<file path="config.mk">
export PLATFORM = sky130hd
export DESIGN_NAME = fcl_loader
export DESIGN_NICKNAME = d
export VERILOG_FILES = /design/src/fcl_pkg.sv /design/src/fcl_loader.sv /design/src/fcl_op_timer.sv
export SDC_FILE = /design/constraint.sdc
export NUM_CORES = 1
export LEC_CHECK = 0
export BUFFER_PORTS_ARGS = -buffer_cell sky130_fd_sc_hd__buf_2
export CAP_MARGIN = 20
export CORE_MARGIN = 10
export CORE_UTILIZATION = 35
export DETAILED_ROUTE_END_ITERATION = 10
export SLEW_MARGIN = 15
export SYNTH_ARGS = -nofsm -noshare
export SYNTH_HDL_FRONTEND = slang
export SYNTH_SLANG_ARGS = --single-unit
</file>
<file path="constraint.sdc">
create_clock -name ref_clk_in -period 3.21 [get_ports ref_clk_in]
set_input_delay 0.642 -clock ref_clk_in [delete_from_list [all_inputs] [get_ports ref_clk_in]]
set_output_delay 0.642 -clock ref_clk_in [all_outputs]
set_load 0.01 [all_outputs]
</file>
<file path="src/fcl_pkg.sv">
// Constants and types shared by the configuration flash loader
package fcl_pkg;

  // Clock rate in MHz
  localparam int unsigned CLK_MHZ = 250;

  // Board memory window is 2M bytes wide
  localparam int unsigned WIN_ADDR_W = 21;
  localparam int unsigned REGION_LSB = 15;
  localparam int unsigned SLOT_LSB   = 11;
  localparam int unsigned SLOT_MSB   = 14;

  // Byte offsets of the loader registers inside the window
  localparam logic [14:0] OFS_LOAD_STATUS     = 15'h0000;
  localparam logic [14:0] OFS_LOAD_CONTROL    = 15'h0800;
  localparam logic [14:0] OFS_DIRECT_LOAD     = 15'h1000;
  localparam logic [14:0] OFS_FLASH_ERROR     = 15'h2000;
  localparam logic [14:0] OFS_FLASH_BUSY      = 15'h2800;
  localparam logic [14:0] OFS_FLASH_READ      = 15'h3800;
  localparam logic [14:0] OFS_FLASH_RESET     = 15'h4000;
  localparam logic [14:0] OFS_FLASH_PROGRAM   = 15'h4800;
  localparam logic [14:0] OFS_FLASH_SECT_ERS  = 15'h5000;
  localparam logic [14:0] OFS_FLASH_FULL_ERS  = 15'h5800;
  localparam logic [14:0] OFS_FLASH_WRITE     = 15'h6000;
  localparam logic [14:0] OFS_FLASH_ADDR_LOW  = 15'h6800;
  localparam logic [14:0] OFS_FLASH_ADDR_MID  = 15'h7000;
  localparam logic [14:0] OFS_FLASH_ADDR_HIGH = 15'h7800;

  // Field positions
  localparam int unsigned CTL_HALT_BIT  = 0;
  localparam int unsigned CTL_CLEAR_BIT = 2;
  localparam int unsigned CTL_HOLD_BIT  = 7;
  localparam int unsigned ST_DONE_BIT   = 0;
  localparam int unsigned ST_INIT_BIT   = 1;
  localparam int unsigned FE_DQ5_BIT    = 5;
  localparam int unsigned FB_BUSY_BIT   = 7;
  localparam int unsigned CMD_GO_BIT    = 0;
  localparam int unsigned FLASH_ADDR_W  = 21;
  localparam int unsigned ADDR_HIGH_W   = 5;

  // Values after reset
  localparam logic CTL_HALT_RST = 1'b0;
  localparam logic CTL_HOLD_RST = 1'b0;

  // Flash operation times and their cycle counts
  localparam longint unsigned PROG_TIME_NS = 9000;
  localparam longint unsigned SECT_TIME_MS = 700;
  localparam longint unsigned CHIP_TIME_S  = 14;
  localparam longint unsigned PROG_CYC = PROG_TIME_NS * CLK_MHZ / 1000;
  localparam longint unsigned SECT_CYC = SECT_TIME_MS * CLK_MHZ * 1000;
  localparam longint unsigned CHIP_CYC = CHIP_TIME_S * CLK_MHZ * 1000000;

  // Flash sequencer states
  typedef enum logic [1:0] {
    FCL_IDLE = 2'b00,
    FCL_RUN  = 2'b01,
    FCL_FIN  = 2'b11
  } fcl_state_e;

  // Operations presented to the flash chip
  typedef enum logic [2:0] {
    FCL_OP_NONE  = 3'h0,
    FCL_OP_READ  = 3'h1,
    FCL_OP_RESET = 3'h2,
    FCL_OP_PROG  = 3'h3,
    FCL_OP_SECT  = 3'h4,
    FCL_OP_CHIP  = 3'h5
  } fcl_op_e;

endpackage

</file>
<file path="src/fcl_loader.sv">
// Register window, flash sequencer and direct loader for the logic array
// Operation
// - Decode 2M board window, loader inside
// - Unused addresses and upper lanes read zero
// - Accept 32, 16, 8 bit little-endian accesses
// - Low address lines ignored; registers repeat per slot
// - Autoload from flash after power-up
// - Halt bit stops autoload from flash
// - Control bit 2, written with halt bit 0 set, clears array configuration
// - Busy bit 7 shows flash busy
// - Full erase command, about 14 s busy
// - Address increments after each program completes
// - Program command writes byte, 9 us busy
// - Clearing halt restarts load from flash
// - Status bit 0 shows configuration done
// - Each data write passes one byte
// - Done rises right after last direct byte
// - Direct image lost; reset reloads from flash
// - Write protect blocks flash and EEPROM writes
// - Clear complete low while clearing
// - Data write during autoload fails configuration
// - Flash reads busy while halt is zero
`timescale 1ns/10ps
`default_nettype none
module fcl_loader
  import fcl_pkg::*;
#(
  parameter logic [31:0] PROG_COUNT = 32'(PROG_CYC),
  parameter logic [31:0] SECT_COUNT = 32'(SECT_CYC),
  parameter logic [31:0] CHIP_COUNT = 32'(CHIP_CYC)
) (
  // Clock and reset
  input  wire logic                    ref_clk_in,
  input  wire logic                    srst_in,
  // Board memory window access
  input  wire logic                    bar_hit_in,
  input  wire logic [WIN_ADDR_W-1:0]   addr_in,
  input  wire logic [3:0]              be_in,
  input  wire logic                    wr_in,
  input  wire logic                    rd_in,
  input  wire logic [31:0]             wdata_in,
  output logic [31:0]                  rdata_out,
  output logic                         rd_valid_out,
  // Configuration flash chip
  output logic                         flash_strobe_out,
  output fcl_op_e                      flash_op_out,
  output logic [FLASH_ADDR_W-1:0]      flash_addr_out,
  output logic [7:0]                   flash_wdata_out,
  input  wire logic [7:0]              flash_rdata_in,
  input  wire logic                    flash_dq5_in,
  // Logic array configuration port
  output logic                         autoload_en_out,
  output logic                         cfg_clear_out,
  output logic                         cfg_byte_valid_out,
  output logic [7:0]                   cfg_byte_out,
  output logic                         cfg_abort_out,
  input  wire logic                    cfg_done_in,
  input  wire logic                    cfg_init_in,
  // Board controls
  input  wire logic                    wp_in,
  output logic                         eeprom_wr_en_out,
  output logic                         bus_hold_sel_out
);

  logic                    region_hit;
  logic [3:0]              slot;
  logic                    wr_lo;
  logic                    rd_hit;
  logic                    go;
  logic                    halt_r;
  logic                    busy_bit;
  logic                    cmd_idle;
  logic                    start_prog;
  logic                    start_sect;
  logic                    start_chip;
  logic                    start_any;
  logic                    tmr_busy;
  logic                    tmr_done;
  logic [31:0]             tmr_count;
  logic [7:0]              rd_byte;
  logic [31:0]             rdata_nxt;
  fcl_state_e              state_r;
  fcl_op_e                 cur_op_r;

  if (PROG_COUNT == 32'h0 || SECT_COUNT == 32'h0 ||
      CHIP_COUNT == 32'h0) begin : g_count_chk
    $error("fcl_loader: operation counts must be nonzero");
  end

  function automatic logic at(input logic [14:0] ofs, input logic [3:0] s);
    at = (s == ofs[SLOT_MSB:SLOT_LSB]);
  endfunction

  // Window decode; bits below the slot field are not looked at
  assign region_hit = bar_hit_in &&
                      (addr_in[WIN_ADDR_W-1:REGION_LSB] == '0);
  assign slot       = addr_in[SLOT_MSB:SLOT_LSB];
  assign wr_lo      = wr_in && region_hit && be_in[0];
  assign rd_hit     = rd_in && bar_hit_in;
  assign go         = wdata_in[CMD_GO_BIT];

  // Busy while an operation runs or while autoload owns the flash
  assign busy_bit   = tmr_busy || (state_r != FCL_IDLE) || !halt_r;
  assign cmd_idle   = !busy_bit;
  assign start_prog = wr_lo && go && at(OFS_FLASH_PROGRAM, slot) &&
                      cmd_idle && !wp_in;
  assign start_sect = wr_lo && go && at(OFS_FLASH_SECT_ERS, slot) &&
                      cmd_idle && !wp_in;
  assign start_chip = wr_lo && go && at(OFS_FLASH_FULL_ERS, slot) &&
                      cmd_idle && !wp_in;
  assign start_any  = start_prog || start_sect || start_chip;
  assign tmr_count  = start_prog ? PROG_COUNT :
                      start_sect ? SECT_COUNT : CHIP_COUNT;

  fcl_op_timer #(
    .CNT_W      (32)
  ) u_timer (
    .ref_clk_in (ref_clk_in),
    .srst_in    (srst_in),
    .start_in   (start_any),
    .count_in   (tmr_count),
    .busy_out   (tmr_busy),
    .done_out   (tmr_done)
  );

  // Control register; reset leaves autoload running
  always_ff @(posedge ref_clk_in) begin
    if (srst_in) begin
      halt_r           <= CTL_HALT_RST;
      bus_hold_sel_out <= CTL_HOLD_RST;
    end else if (wr_lo && at(OFS_LOAD_CONTROL, slot)) begin
      halt_r           <= wdata_in[CTL_HALT_BIT];
      bus_hold_sel_out <= wdata_in[CTL_HOLD_BIT];
    end
  end

  halt_write_a: assert property (
    @(posedge ref_clk_in) disable iff (srst_in)
    (wr_lo && at(OFS_LOAD_CONTROL, slot)) |=>
    (halt_r == $past(wdata_in[CTL_HALT_BIT])))
    else $error("halt bit write lost");

  // Array side controls
  always_ff @(posedge ref_clk_in) begin
    if (srst_in) begin
      autoload_en_out    <= 1'b0;
      cfg_clear_out      <= 1'b0;
      cfg_byte_valid_out <= 1'b0;
      cfg_byte_out       <= 8'h00;
      cfg_abort_out      <= 1'b0;
      eeprom_wr_en_out   <= 1'b0;
    end else begin
      autoload_en_out    <= !halt_r;
      cfg_clear_out      <= wr_lo && at(OFS_LOAD_CONTROL, slot) &&
                            wdata_in[CTL_CLEAR_BIT] &&
                            wdata_in[CTL_HALT_BIT];
      cfg_byte_valid_out <= wr_lo && at(OFS_DIRECT_LOAD, slot);
      cfg_abort_out      <= wr_lo && at(OFS_DIRECT_LOAD, slot) &&
                            !halt_r;
      eeprom_wr_en_out   <= !wp_in;
      if (wr_lo && at(OFS_DIRECT_LOAD, slot)) begin
        cfg_byte_out <= wdata_in[7:0];
      end
    end
  end

  eeprom_lock_a: assert property (
    @(posedge ref_clk_in) disable iff (srst_in)
    wp_in |=> !eeprom_wr_en_out)
    else $error("eeprom writable under write protect");

  // Flash data byte and address; increment wins over a late write
  always_ff @(posedge ref_clk_in) begin
    if (srst_in) begin
      flash_addr_out  <= '0;
      flash_wdata_out <= 8'h00;
    end else begin
      if (wr_lo && at(OFS_FLASH_WRITE, slot)) begin
        flash_wdata_out <= wdata_in[7:0];
      end
      if (state_r == FCL_FIN && cur_op_r == FCL_OP_PROG) begin
        flash_addr_out <= flash_addr_out + FLASH_ADDR_W'(1);
      end else if (wr_lo && at(OFS_FLASH_ADDR_LOW, slot)) begin
        flash_addr_out[7:0] <= wdata_in[7:0];
      end else if (wr_lo && at(OFS_FLASH_ADDR_MID, slot)) begin
        flash_addr_out[15:8] <= wdata_in[7:0];
      end else if (wr_lo && at(OFS_FLASH_ADDR_HIGH, slot)) begin
        flash_addr_out[FLASH_ADDR_W-1:16] <= wdata_in[ADDR_HIGH_W-1:0];
      end
    end
  end

  // Flash sequencer
  always_ff @(posedge ref_clk_in) begin
    if (srst_in) begin
      state_r  <= FCL_IDLE;
      cur_op_r <= FCL_OP_NONE;
    end else begin
      case (state_r)
        FCL_IDLE: begin
          if (start_any) begin
            state_r  <= FCL_RUN;
            cur_op_r <= start_prog ? FCL_OP_PROG :
                        start_sect ? FCL_OP_SECT : FCL_OP_CHIP;
          end
        end
        FCL_RUN: begin
          if (tmr_done) begin
            state_r <= FCL_FIN;
          end
        end
        FCL_FIN: begin
          state_r  <= FCL_IDLE;
          cur_op_r <= FCL_OP_NONE;
        end
        default: begin
          state_r <= FCL_IDLE;
        end
      endcase
    end
  end

  // One-cycle strobe to the flash chip with its operation code
  always_ff @(posedge ref_clk_in) begin
    if (srst_in) begin
      flash_strobe_out <= 1'b0;
      flash_op_out     <= FCL_OP_NONE;
    end else begin
      flash_strobe_out <= 1'b0;
      if (start_prog) begin
        flash_strobe_out <= 1'b1;
        flash_op_out     <= FCL_OP_PROG;
      end else if (start_sect) begin
        flash_strobe_out <= 1'b1;
        flash_op_out     <= FCL_OP_SECT;
      end else if (start_chip) begin
        flash_strobe_out <= 1'b1;
        flash_op_out     <= FCL_OP_CHIP;
      end else if (wr_lo && go && at(OFS_FLASH_RESET, slot) && cmd_idle) begin
        flash_strobe_out <= 1'b1;
        flash_op_out     <= FCL_OP_RESET;
      end else if (rd_in && region_hit && at(OFS_FLASH_READ, slot) &&
                   cmd_idle) begin
        flash_strobe_out <= 1'b1;
        flash_op_out     <= FCL_OP_READ;
      end
    end
  end

  prog_strobe_a: assert property (
    @(posedge ref_clk_in) disable iff (srst_in)
    start_prog |=> (flash_strobe_out && flash_op_out == FCL_OP_PROG))
    else $error("program strobe missing");

  // Read mux; only the low byte lane carries data
  always_comb begin
    rd_byte = 8'h00;
    if (!region_hit) begin
      rd_byte = 8'h00;
    end else if (at(OFS_LOAD_STATUS, slot)) begin
      rd_byte[ST_DONE_BIT] = cfg_done_in;
      rd_byte[ST_INIT_BIT] = cfg_init_in;
    end else if (at(OFS_LOAD_CONTROL, slot)) begin
      rd_byte[CTL_HALT_BIT] = halt_r;
      rd_byte[CTL_HOLD_BIT] = bus_hold_sel_out;
    end else if (at(OFS_FLASH_ERROR, slot)) begin
      rd_byte[FE_DQ5_BIT] = flash_dq5_in;
    end else if (at(OFS_FLASH_BUSY, slot)) begin
      rd_byte[FB_BUSY_BIT] = busy_bit;
    end else if (at(OFS_FLASH_READ, slot)) begin
      rd_byte = flash_rdata_in;
    end
    rdata_nxt = {24'h000000, rd_byte};
  end

  always_ff @(posedge ref_clk_in) begin
    if (srst_in) begin
      rdata_out    <= 32'h00000000;
      rd_valid_out <= 1'b0;
    end else begin
      rd_valid_out <= rd_hit;
      rdata_out    <= rd_hit ? rdata_nxt : 32'h00000000;
    end
  end

  // Checks
  status_read_a: assert property (
    @(posedge ref_clk_in) disable iff (srst_in)
    (rd_hit && region_hit && at(OFS_LOAD_STATUS, slot)) |=>
    (rdata_out[ST_DONE_BIT] == $past(cfg_done_in) &&
     rdata_out[ST_INIT_BIT] == $past(cfg_init_in)))
    else $error("status read does not follow array");
  rd_answer_a: assert property (
    @(posedge ref_clk_in) disable iff (srst_in)
    rd_hit |=> rd_valid_out)
    else $error("read not answered in one cycle");
  upper_zero_a: assert property (
    @(posedge ref_clk_in) disable iff (srst_in)
    rd_valid_out |-> (rdata_out[31:8] == 24'h000000))
    else $error("upper lanes not zero");
  unmapped_zero_a: assert property (
    @(posedge ref_clk_in) disable iff (srst_in)
    (rd_hit && !region_hit) |=> (rdata_out == 32'h00000000))
    else $error("unmapped read not zero");
  halt_busy_a: assert property (
    @(posedge ref_clk_in) disable iff (srst_in)
    (!halt_r && rd_hit && region_hit && at(OFS_FLASH_BUSY, slot)) |=>
    (rdata_out[FB_BUSY_BIT] && !flash_strobe_out))
    else $error("flash not busy while autoload runs");
  busy_ignore_a: assert property (
    @(posedge ref_clk_in) disable iff (srst_in)
    (state_r == FCL_RUN && wr_lo) |=> !flash_strobe_out)
    else $error("command taken while busy");
  wp_block_a: assert property (
    @(posedge ref_clk_in) disable iff (srst_in)
    wp_in |-> !start_any)
    else $error("flash write under write protect");
  addr_step_a: assert property (
    @(posedge ref_clk_in) disable iff (srst_in)
    (state_r == FCL_FIN && cur_op_r == FCL_OP_PROG) |=>
    (flash_addr_out == $past(flash_addr_out) + FLASH_ADDR_W'(1)))
    else $error("address not incremented after program");
  prog_time_a: assert property (
    @(posedge ref_clk_in) disable iff (srst_in)
    (start_prog && PROG_COUNT >= 32'd8) |=> tmr_busy [*8])
    else $error("program busy ended early");
  clear_pulse_a: assert property (
    @(posedge ref_clk_in) disable iff (srst_in)
    (wr_lo && at(OFS_LOAD_CONTROL, slot) && wdata_in[CTL_CLEAR_BIT] &&
     wdata_in[CTL_HALT_BIT]) |=> cfg_clear_out ##1 !cfg_clear_out)
    else $error("clear pulse wrong");
  direct_byte_a: assert property (
    @(posedge ref_clk_in) disable iff (srst_in)
    (wr_lo && at(OFS_DIRECT_LOAD, slot)) |=>
    (cfg_byte_valid_out && cfg_byte_out == $past(wdata_in[7:0])))
    else $error("direct byte not passed");
  abort_a: assert property (
    @(posedge ref_clk_in) disable iff (srst_in)
    (wr_lo && at(OFS_DIRECT_LOAD, slot) && !halt_r) |=> cfg_abort_out)
    else $error("no abort on write during autoload");
  autoload_a: assert property (
    @(posedge ref_clk_in) disable iff (srst_in)
    $fell(halt_r) |-> ##1 autoload_en_out)
    else $error("autoload not restarted");

endmodule
`default_nettype wire

</file>
<file path="src/fcl_op_timer.sv">
// Down counter that times one flash operation
`timescale 1ns/10ps
`default_nettype none
module fcl_op_timer #(
  parameter int unsigned CNT_W = 32
) (
  // Clock and reset
  input  wire logic             ref_clk_in,
  input  wire logic             srst_in,
  // Control
  input  wire logic             start_in,
  input  wire logic [CNT_W-1:0] count_in,
  // Status
  output logic                  busy_out,
  output logic                  done_out
);

  logic [CNT_W-1:0] cnt_r;

  if (CNT_W < 2) begin : g_width_chk
    $error("fcl_op_timer: CNT_W too small");
  end

  // Zero counts are treated as one cycle
  always_ff @(posedge ref_clk_in) begin
    if (srst_in) begin
      cnt_r    <= '0;
      busy_out <= 1'b0;
      done_out <= 1'b0;
    end else begin
      done_out <= 1'b0;
      if (start_in && !busy_out) begin
        cnt_r    <= (count_in == '0) ? CNT_W'(1) : count_in;
        busy_out <= 1'b1;
      end else if (busy_out) begin
        if (cnt_r <= CNT_W'(1)) begin
          busy_out <= 1'b0;
          done_out <= 1'b1;
        end else begin
          cnt_r <= cnt_r - CNT_W'(1);
        end
      end
    end
  end

endmodule
`default_nettype wire

</file>
# == Yosys cells after proc, flatten, opt, wreduce, memory -nomap -nowiden ==
# Cells that the tools add are included.
# word_totals
out_inout_bits,80
input_bits,74
ff_bits,120
# op_classes
addsub,2
n_mux,48
n_reduce_logical,61
bitwise,3
eq_ne,21
magnitude_cmp,1
# ops
operator,n
32-bit 2-to-1 mux,6
8-bit 2-to-1 mux,8
"4-bit == test, second input constant",8
"32-bit by 1-bit <= comparator with 1-bit output, second input constant",1
32-bit logical NOT,1
"32-bit by 1-bit subtractor with 32-bit output, second input constant",1
1-bit logical AND,30
"21-bit by 1-bit adder with 21-bit output, second input constant",1
21-bit 2-to-1 mux,1
3-bit 2-to-1 mux,6
5-bit 2-to-1 mux,3
1-bit 2-to-1 mux,14
13-bit 2-to-1 mux,1
"4-bit by 3-bit == test with 1-bit output, second input constant",3
2-bit nonzero test,6
2-bit 2-to-1 mux,5
2-bit AND reduction,4
7-bit 2-to-1 mux,1
7-bit OR reduction,1
6-bit logical NOT,1
6-bit 2-to-1 mux,1
"2-bit by 1-bit inequality test with 1-bit output, second input constant",3
3-bit one-hot mux with 2 select lines,1
3-bit OR reduction,2
18 further kinds,27

# == Longest topological paths before layout ==
# logic_depth
word_depth,13
mapped_depth,8
mapped_depth_nobuf,8

# == By module ==
# Synthesis repeated with hierarchy kept, for this count alone.
# hier_totals
hier_cells,651
area_unflattened_um2,5366.4
# modules_own_cells
mod,seq_area_each_um2,cells_each,instances,area_per_inst_um2
fcl_loader,1241.2,362,1,3072.9
fcl_op_timer,680.7,289,1,2293.4

# == Worst setup path before layout ==
# No wires, ideal clock.
# synth_timing
path_type,in2reg
from,input wdata_in[0]
to,register u_timer.cnt_r[13]
path_buffers,2
setup_ns,0.071
slack_ns,0.855
t_required_ns,3.139
stages,8
t_arrival_ns,2.285
path_cell_list,clkbuf_1 and4_1 and4b_1 and3b_1 buf_2 a21oi_4 or4_1 a21oi_1
# synth_via
elab_chain_cells,9
# synth_rtl
element,line_no,source
start: declaration,fcl_loader.sv:41,"input wire logic [31:0] wdata_in,"
1-bit logical AND *,"fcl_loader.sv:105, fcl_loader.sv:107, fcl_loader.sv:109",
"1-bit logical AND, on equally long branches (2 in series)","fcl_loader.sv:107, fcl_loader.sv:105",
"1-bit logical AND, on equally long branches","fcl_loader.sv:108, fcl_loader.sv:106",
32-bit 2-to-1 mux or 1-bit logical OR (tied branches),"fcl_loader.sv:113, fcl_loader.sv:111",
32-bit 2-to-1 mux or 1-bit logical OR (tied branches),"fcl_loader.sv:112, fcl_loader.sv:111",
32-bit logical NOT or 1-bit logical AND (tied branches),"fcl_op_timer.sv:33, fcl_op_timer.sv:32",
32-bit 2-to-1 mux (tied with other cells),fcl_op_timer.sv:33,cnt_r <= (count_in == '0) ? CNT_W'(1) : count_in;
32-bit 2-to-1 mux or 2-bit AND reduction (tied branches),-,
end signal: assignment,fcl_op_timer.sv:33,
end signal: assignment,fcl_op_timer.sv:40,cnt_r <= cnt_r - CNT_W'(1);
end: declaration,fcl_op_timer.sv:18,logic [CNT_W-1:0] cnt_r;
# Every way passes the cells marked *; elsewhere a longest branch is shown, timed or not.
# A chain may end at the register's enable or synchronous reset.

# == Worst setup path in the final report ==
# layout_timing
from,register u_timer.cnt_r[23]
to,register u_timer.cnt_r[8]
# layout_via
elab_chain_cells,3
# layout_rtl
element,line_no,source
32-bit by 1-bit <= comparator with 1-bit output,fcl_op_timer.sv:36,if (cnt_r <= CNT_W'(1)) begin
2-bit by 1-bit inequality test with 1-bit output (no line),-,
2-bit AND reduction (no line),-,
# No other way between the ends.

==> out/summary.txt <==
Slew HR: 54.1%
Clock Skew: 8.93 ps
CORE AREA: 13,800 µm²
vias per cell: 5.56
final WL: 15,600 µm
post-cts sizing count: 0
average size of a mapped cell: 8.32 µm²
switching power: 0.575 mW
Num CTS Buffers: 9
uppermost layer routed: met4
fin area: 5810 µm²
Worst EP required: 3480 ps
drt first-iter violations: 400
Fmax: 0.369 GHz
initial antenna violation count: 0
die extent in x: 138 µm
Synth warnings: 0
htree depth: 3
kind of critical path: reg -> reg
NumNets Final: 754
remaining antenna violation count after routing: 0
CTS Buffer Depth: 2
Worst Path Arrival: 2980 ps
clk_lat worst skew: 360 ps
Area contributors post-synth: dfxtp_1, nand3_1, nor2_1
FF+latch count, synth: 96
max-slew violations: 0
DR WL met3: 1250 µm
clock sinks: 96
top_reg_cell synth: dfxtp_1
drc violations: 0
static leakage: 2.47 nW
Mapped Cells: 585
GP Congestion: 0.891
Int Pwr: 1.94 mW
largest net degree at the start of global routing: 71
DIE AREA: 19,000 µm²
Max-cap violations: 0
GRT overflow: 0
post-synthesis sequential area ratio: 39.5%
power share of the combinational group: 4.3%
IO Count: 154
ant diodes: 0
met2 wire len: 7100 µm
drt wl/cell: 18.1 µm
area of the mapped netlist: 4870 µm²
PnR worst setup slack: 498 ps
via count: 4,796
Placed Area: 5480 µm²
first-pass GRT wire length: 23,700 µm
status: completed
Net Sw Frac: 22.9%
cell taking the most area after synthesis: dfxtp_1
Worst-path clk slew: 70 ps
fin crit period: 2710 ps
Yosys top cell area share: 39.5%
Post-synth EDFFs: 0
Fin Setup TNS: 0 ps
final core occ: 42.2%
Multi-input gate area: 2700 µm²
WHS: 456 ps
Tightest Hold Check Type: reg -> reg
# setup viols final: 0
PwrDens: 432 nW/µm²
register area: 1920 µm²
Area Overhead vs Synth: 19.3%
Clock Power Share: 48.2%
Final Hold Viols: 0
Initial Util: 35.3%
die height: 138 µm
RSZ-0062 raised after global routing: no
VDD IR max: 283 µV
postcts setup bufs: 0
share of layout cells above drive strength 1: 20.5%
# rows: 43
First-pass DRT Iterations: 4
crit path launch type: flop
worst slew pin tran: 682 ps
worst-path fanout max: 11
vias in the first global route: 4,415
Cell Count Post-Placement: 846
Port Buf Inserts: 91
Reg power frac: 47.5%
CTS tree: done
Fillers: 1,399
Finished Layout Cells: 862
GRT Util Overall: 15.7%
CP Capture Type: flop
worst slack, placed: 573 ps
metal1 wirelength: 6970 µm
ys async rst share: 0%
fin crit share: 84.5%
hold buffers post-CTS: 0
Yosys cell types: 66
dpl hpwl: 11,500 µm
buffer type at the clock tree root: clkbuf_16
total power: 2.51 mW
-- flip-flops by register name (all words and copies together), names as in the netlist, 2 cells and up --
| signal | cells |
|---|---|
| u_timer.cnt_r | 32 |
| flash_addr_out | 21 |
| cfg_byte_out | 8 |
| flash_wdata_out | 8 |
| rdata_out | 8 |
| cur_op_r | 3 |
| flash_op_out | 3 |
| state_r | 2 |
-- final timing paths --
kind	startpoint	to	slack, ps	depth (start not counted)
max	u_timer.cnt_r[23]	u_timer.cnt_r[8]	500	6
min	flash_wdata_out[4]	flash_wdata_out[4]	460	2
max reg2reg	u_timer.cnt_r[23]	u_timer.cnt_r[8]	500	6
min reg2reg	flash_wdata_out[4]	flash_wdata_out[4]	460	2
-- power groups by stage --
stage	sequential, mW	clock (mW)	combinational [mW]
floorplan	1.22	0	0.0750
global placement	1.22	0	0.105
detailed placement	1.22	0	0.107
CTS	1.19	1.23	0.107
global route	1.19	1.27	0.118
finish	1.19	1.21	0.109
-- worst max-delay path: stages, from the launching register on --
cell and delay (ps):
dfxtp_1 360, nor4_1 640, nand2_1 320, or4_4 720
a21oi_4 290, nand2_1 80, a41oi_1 210
-- cell usage in the layout (no fill, tap or decap), types with 4 or more instances in the layout --
master / instances
conb_1: 24
dfxtp_1: 96
nor4_1: 14
buf_4: 14
o311ai_0: 4
clkbuf_16: 9
xnor2_1: 7
nor3_1: 22
inv_1: 13
buf_2: 91
o21ai_0: 18
nand3_1: 43
nand2_1: 52
a21oi_1: 35
nand4_1: 16
and2_1: 5
and4_1: 6
a211oi_1: 5
mux2i_1: 11
nand2b_1: 4
nand3b_1: 4
a31oi_1: 10
xor2_1: 9
o211ai_1: 5
nor2_1: 54
and3_1: 16
a22oi_1: 8
nor2b_1: 4
o22ai_1: 4
or3_1: 10
-- metal layers --
layer | track usage, % | up-vias
met2 | 24.3 | 174
li1 | - | 2305
met1 | 20.9 | 2300
met5 | 0 | -
met4 | 6.08 | 0
met3 | 3.48 | 17
-- area by class of cell --
cell class,instances,area share [%]
Clock buffer,11,4.18
Sequential cell,96,33.1
Clock inverter,5,1.49
Inverter,13,0.840
Multi-Input combinational cell,451,46.5
Tap cell,180,3.88
Timing Repair Buffer,106,9.99
-- cell families (layout without fill, tap and decap cells) --
group,Yosys count,in the layout,share of synthesized area (%)
flip-flops,96,96,39.5
other,1,24,0.0770
adder cells (fa/ha/maj),3,3,0.771
AND/OR/NAND/NOR,278,278,31.5
AO/OA/AOI/OAI,119,119,16.2
buffers and inverters,61,135,6.76
multiplexers,11,11,2.26
XOR/XNOR,16,16,2.88
-- synthesized netlist by cell type, types with 6 or more instances --
master / instances
nand4_1: 16
nand3_1: 43
a31oi_1: 10
or3_1: 10
clkbuf_1: 21
nor3_1: 22
dfxtp_1: 96
and4_1: 6
mux2i_1: 11
nand2_1: 52
buf_4: 24
a22oi_1: 8
xor2_1: 9
xnor2_1: 7
inv_1: 13
nor4_1: 14
nor2_1: 54
a21oi_1: 35
o21ai_0: 18
and3_1: 16
Note: power is estimated with default switching activity, not from simulation.
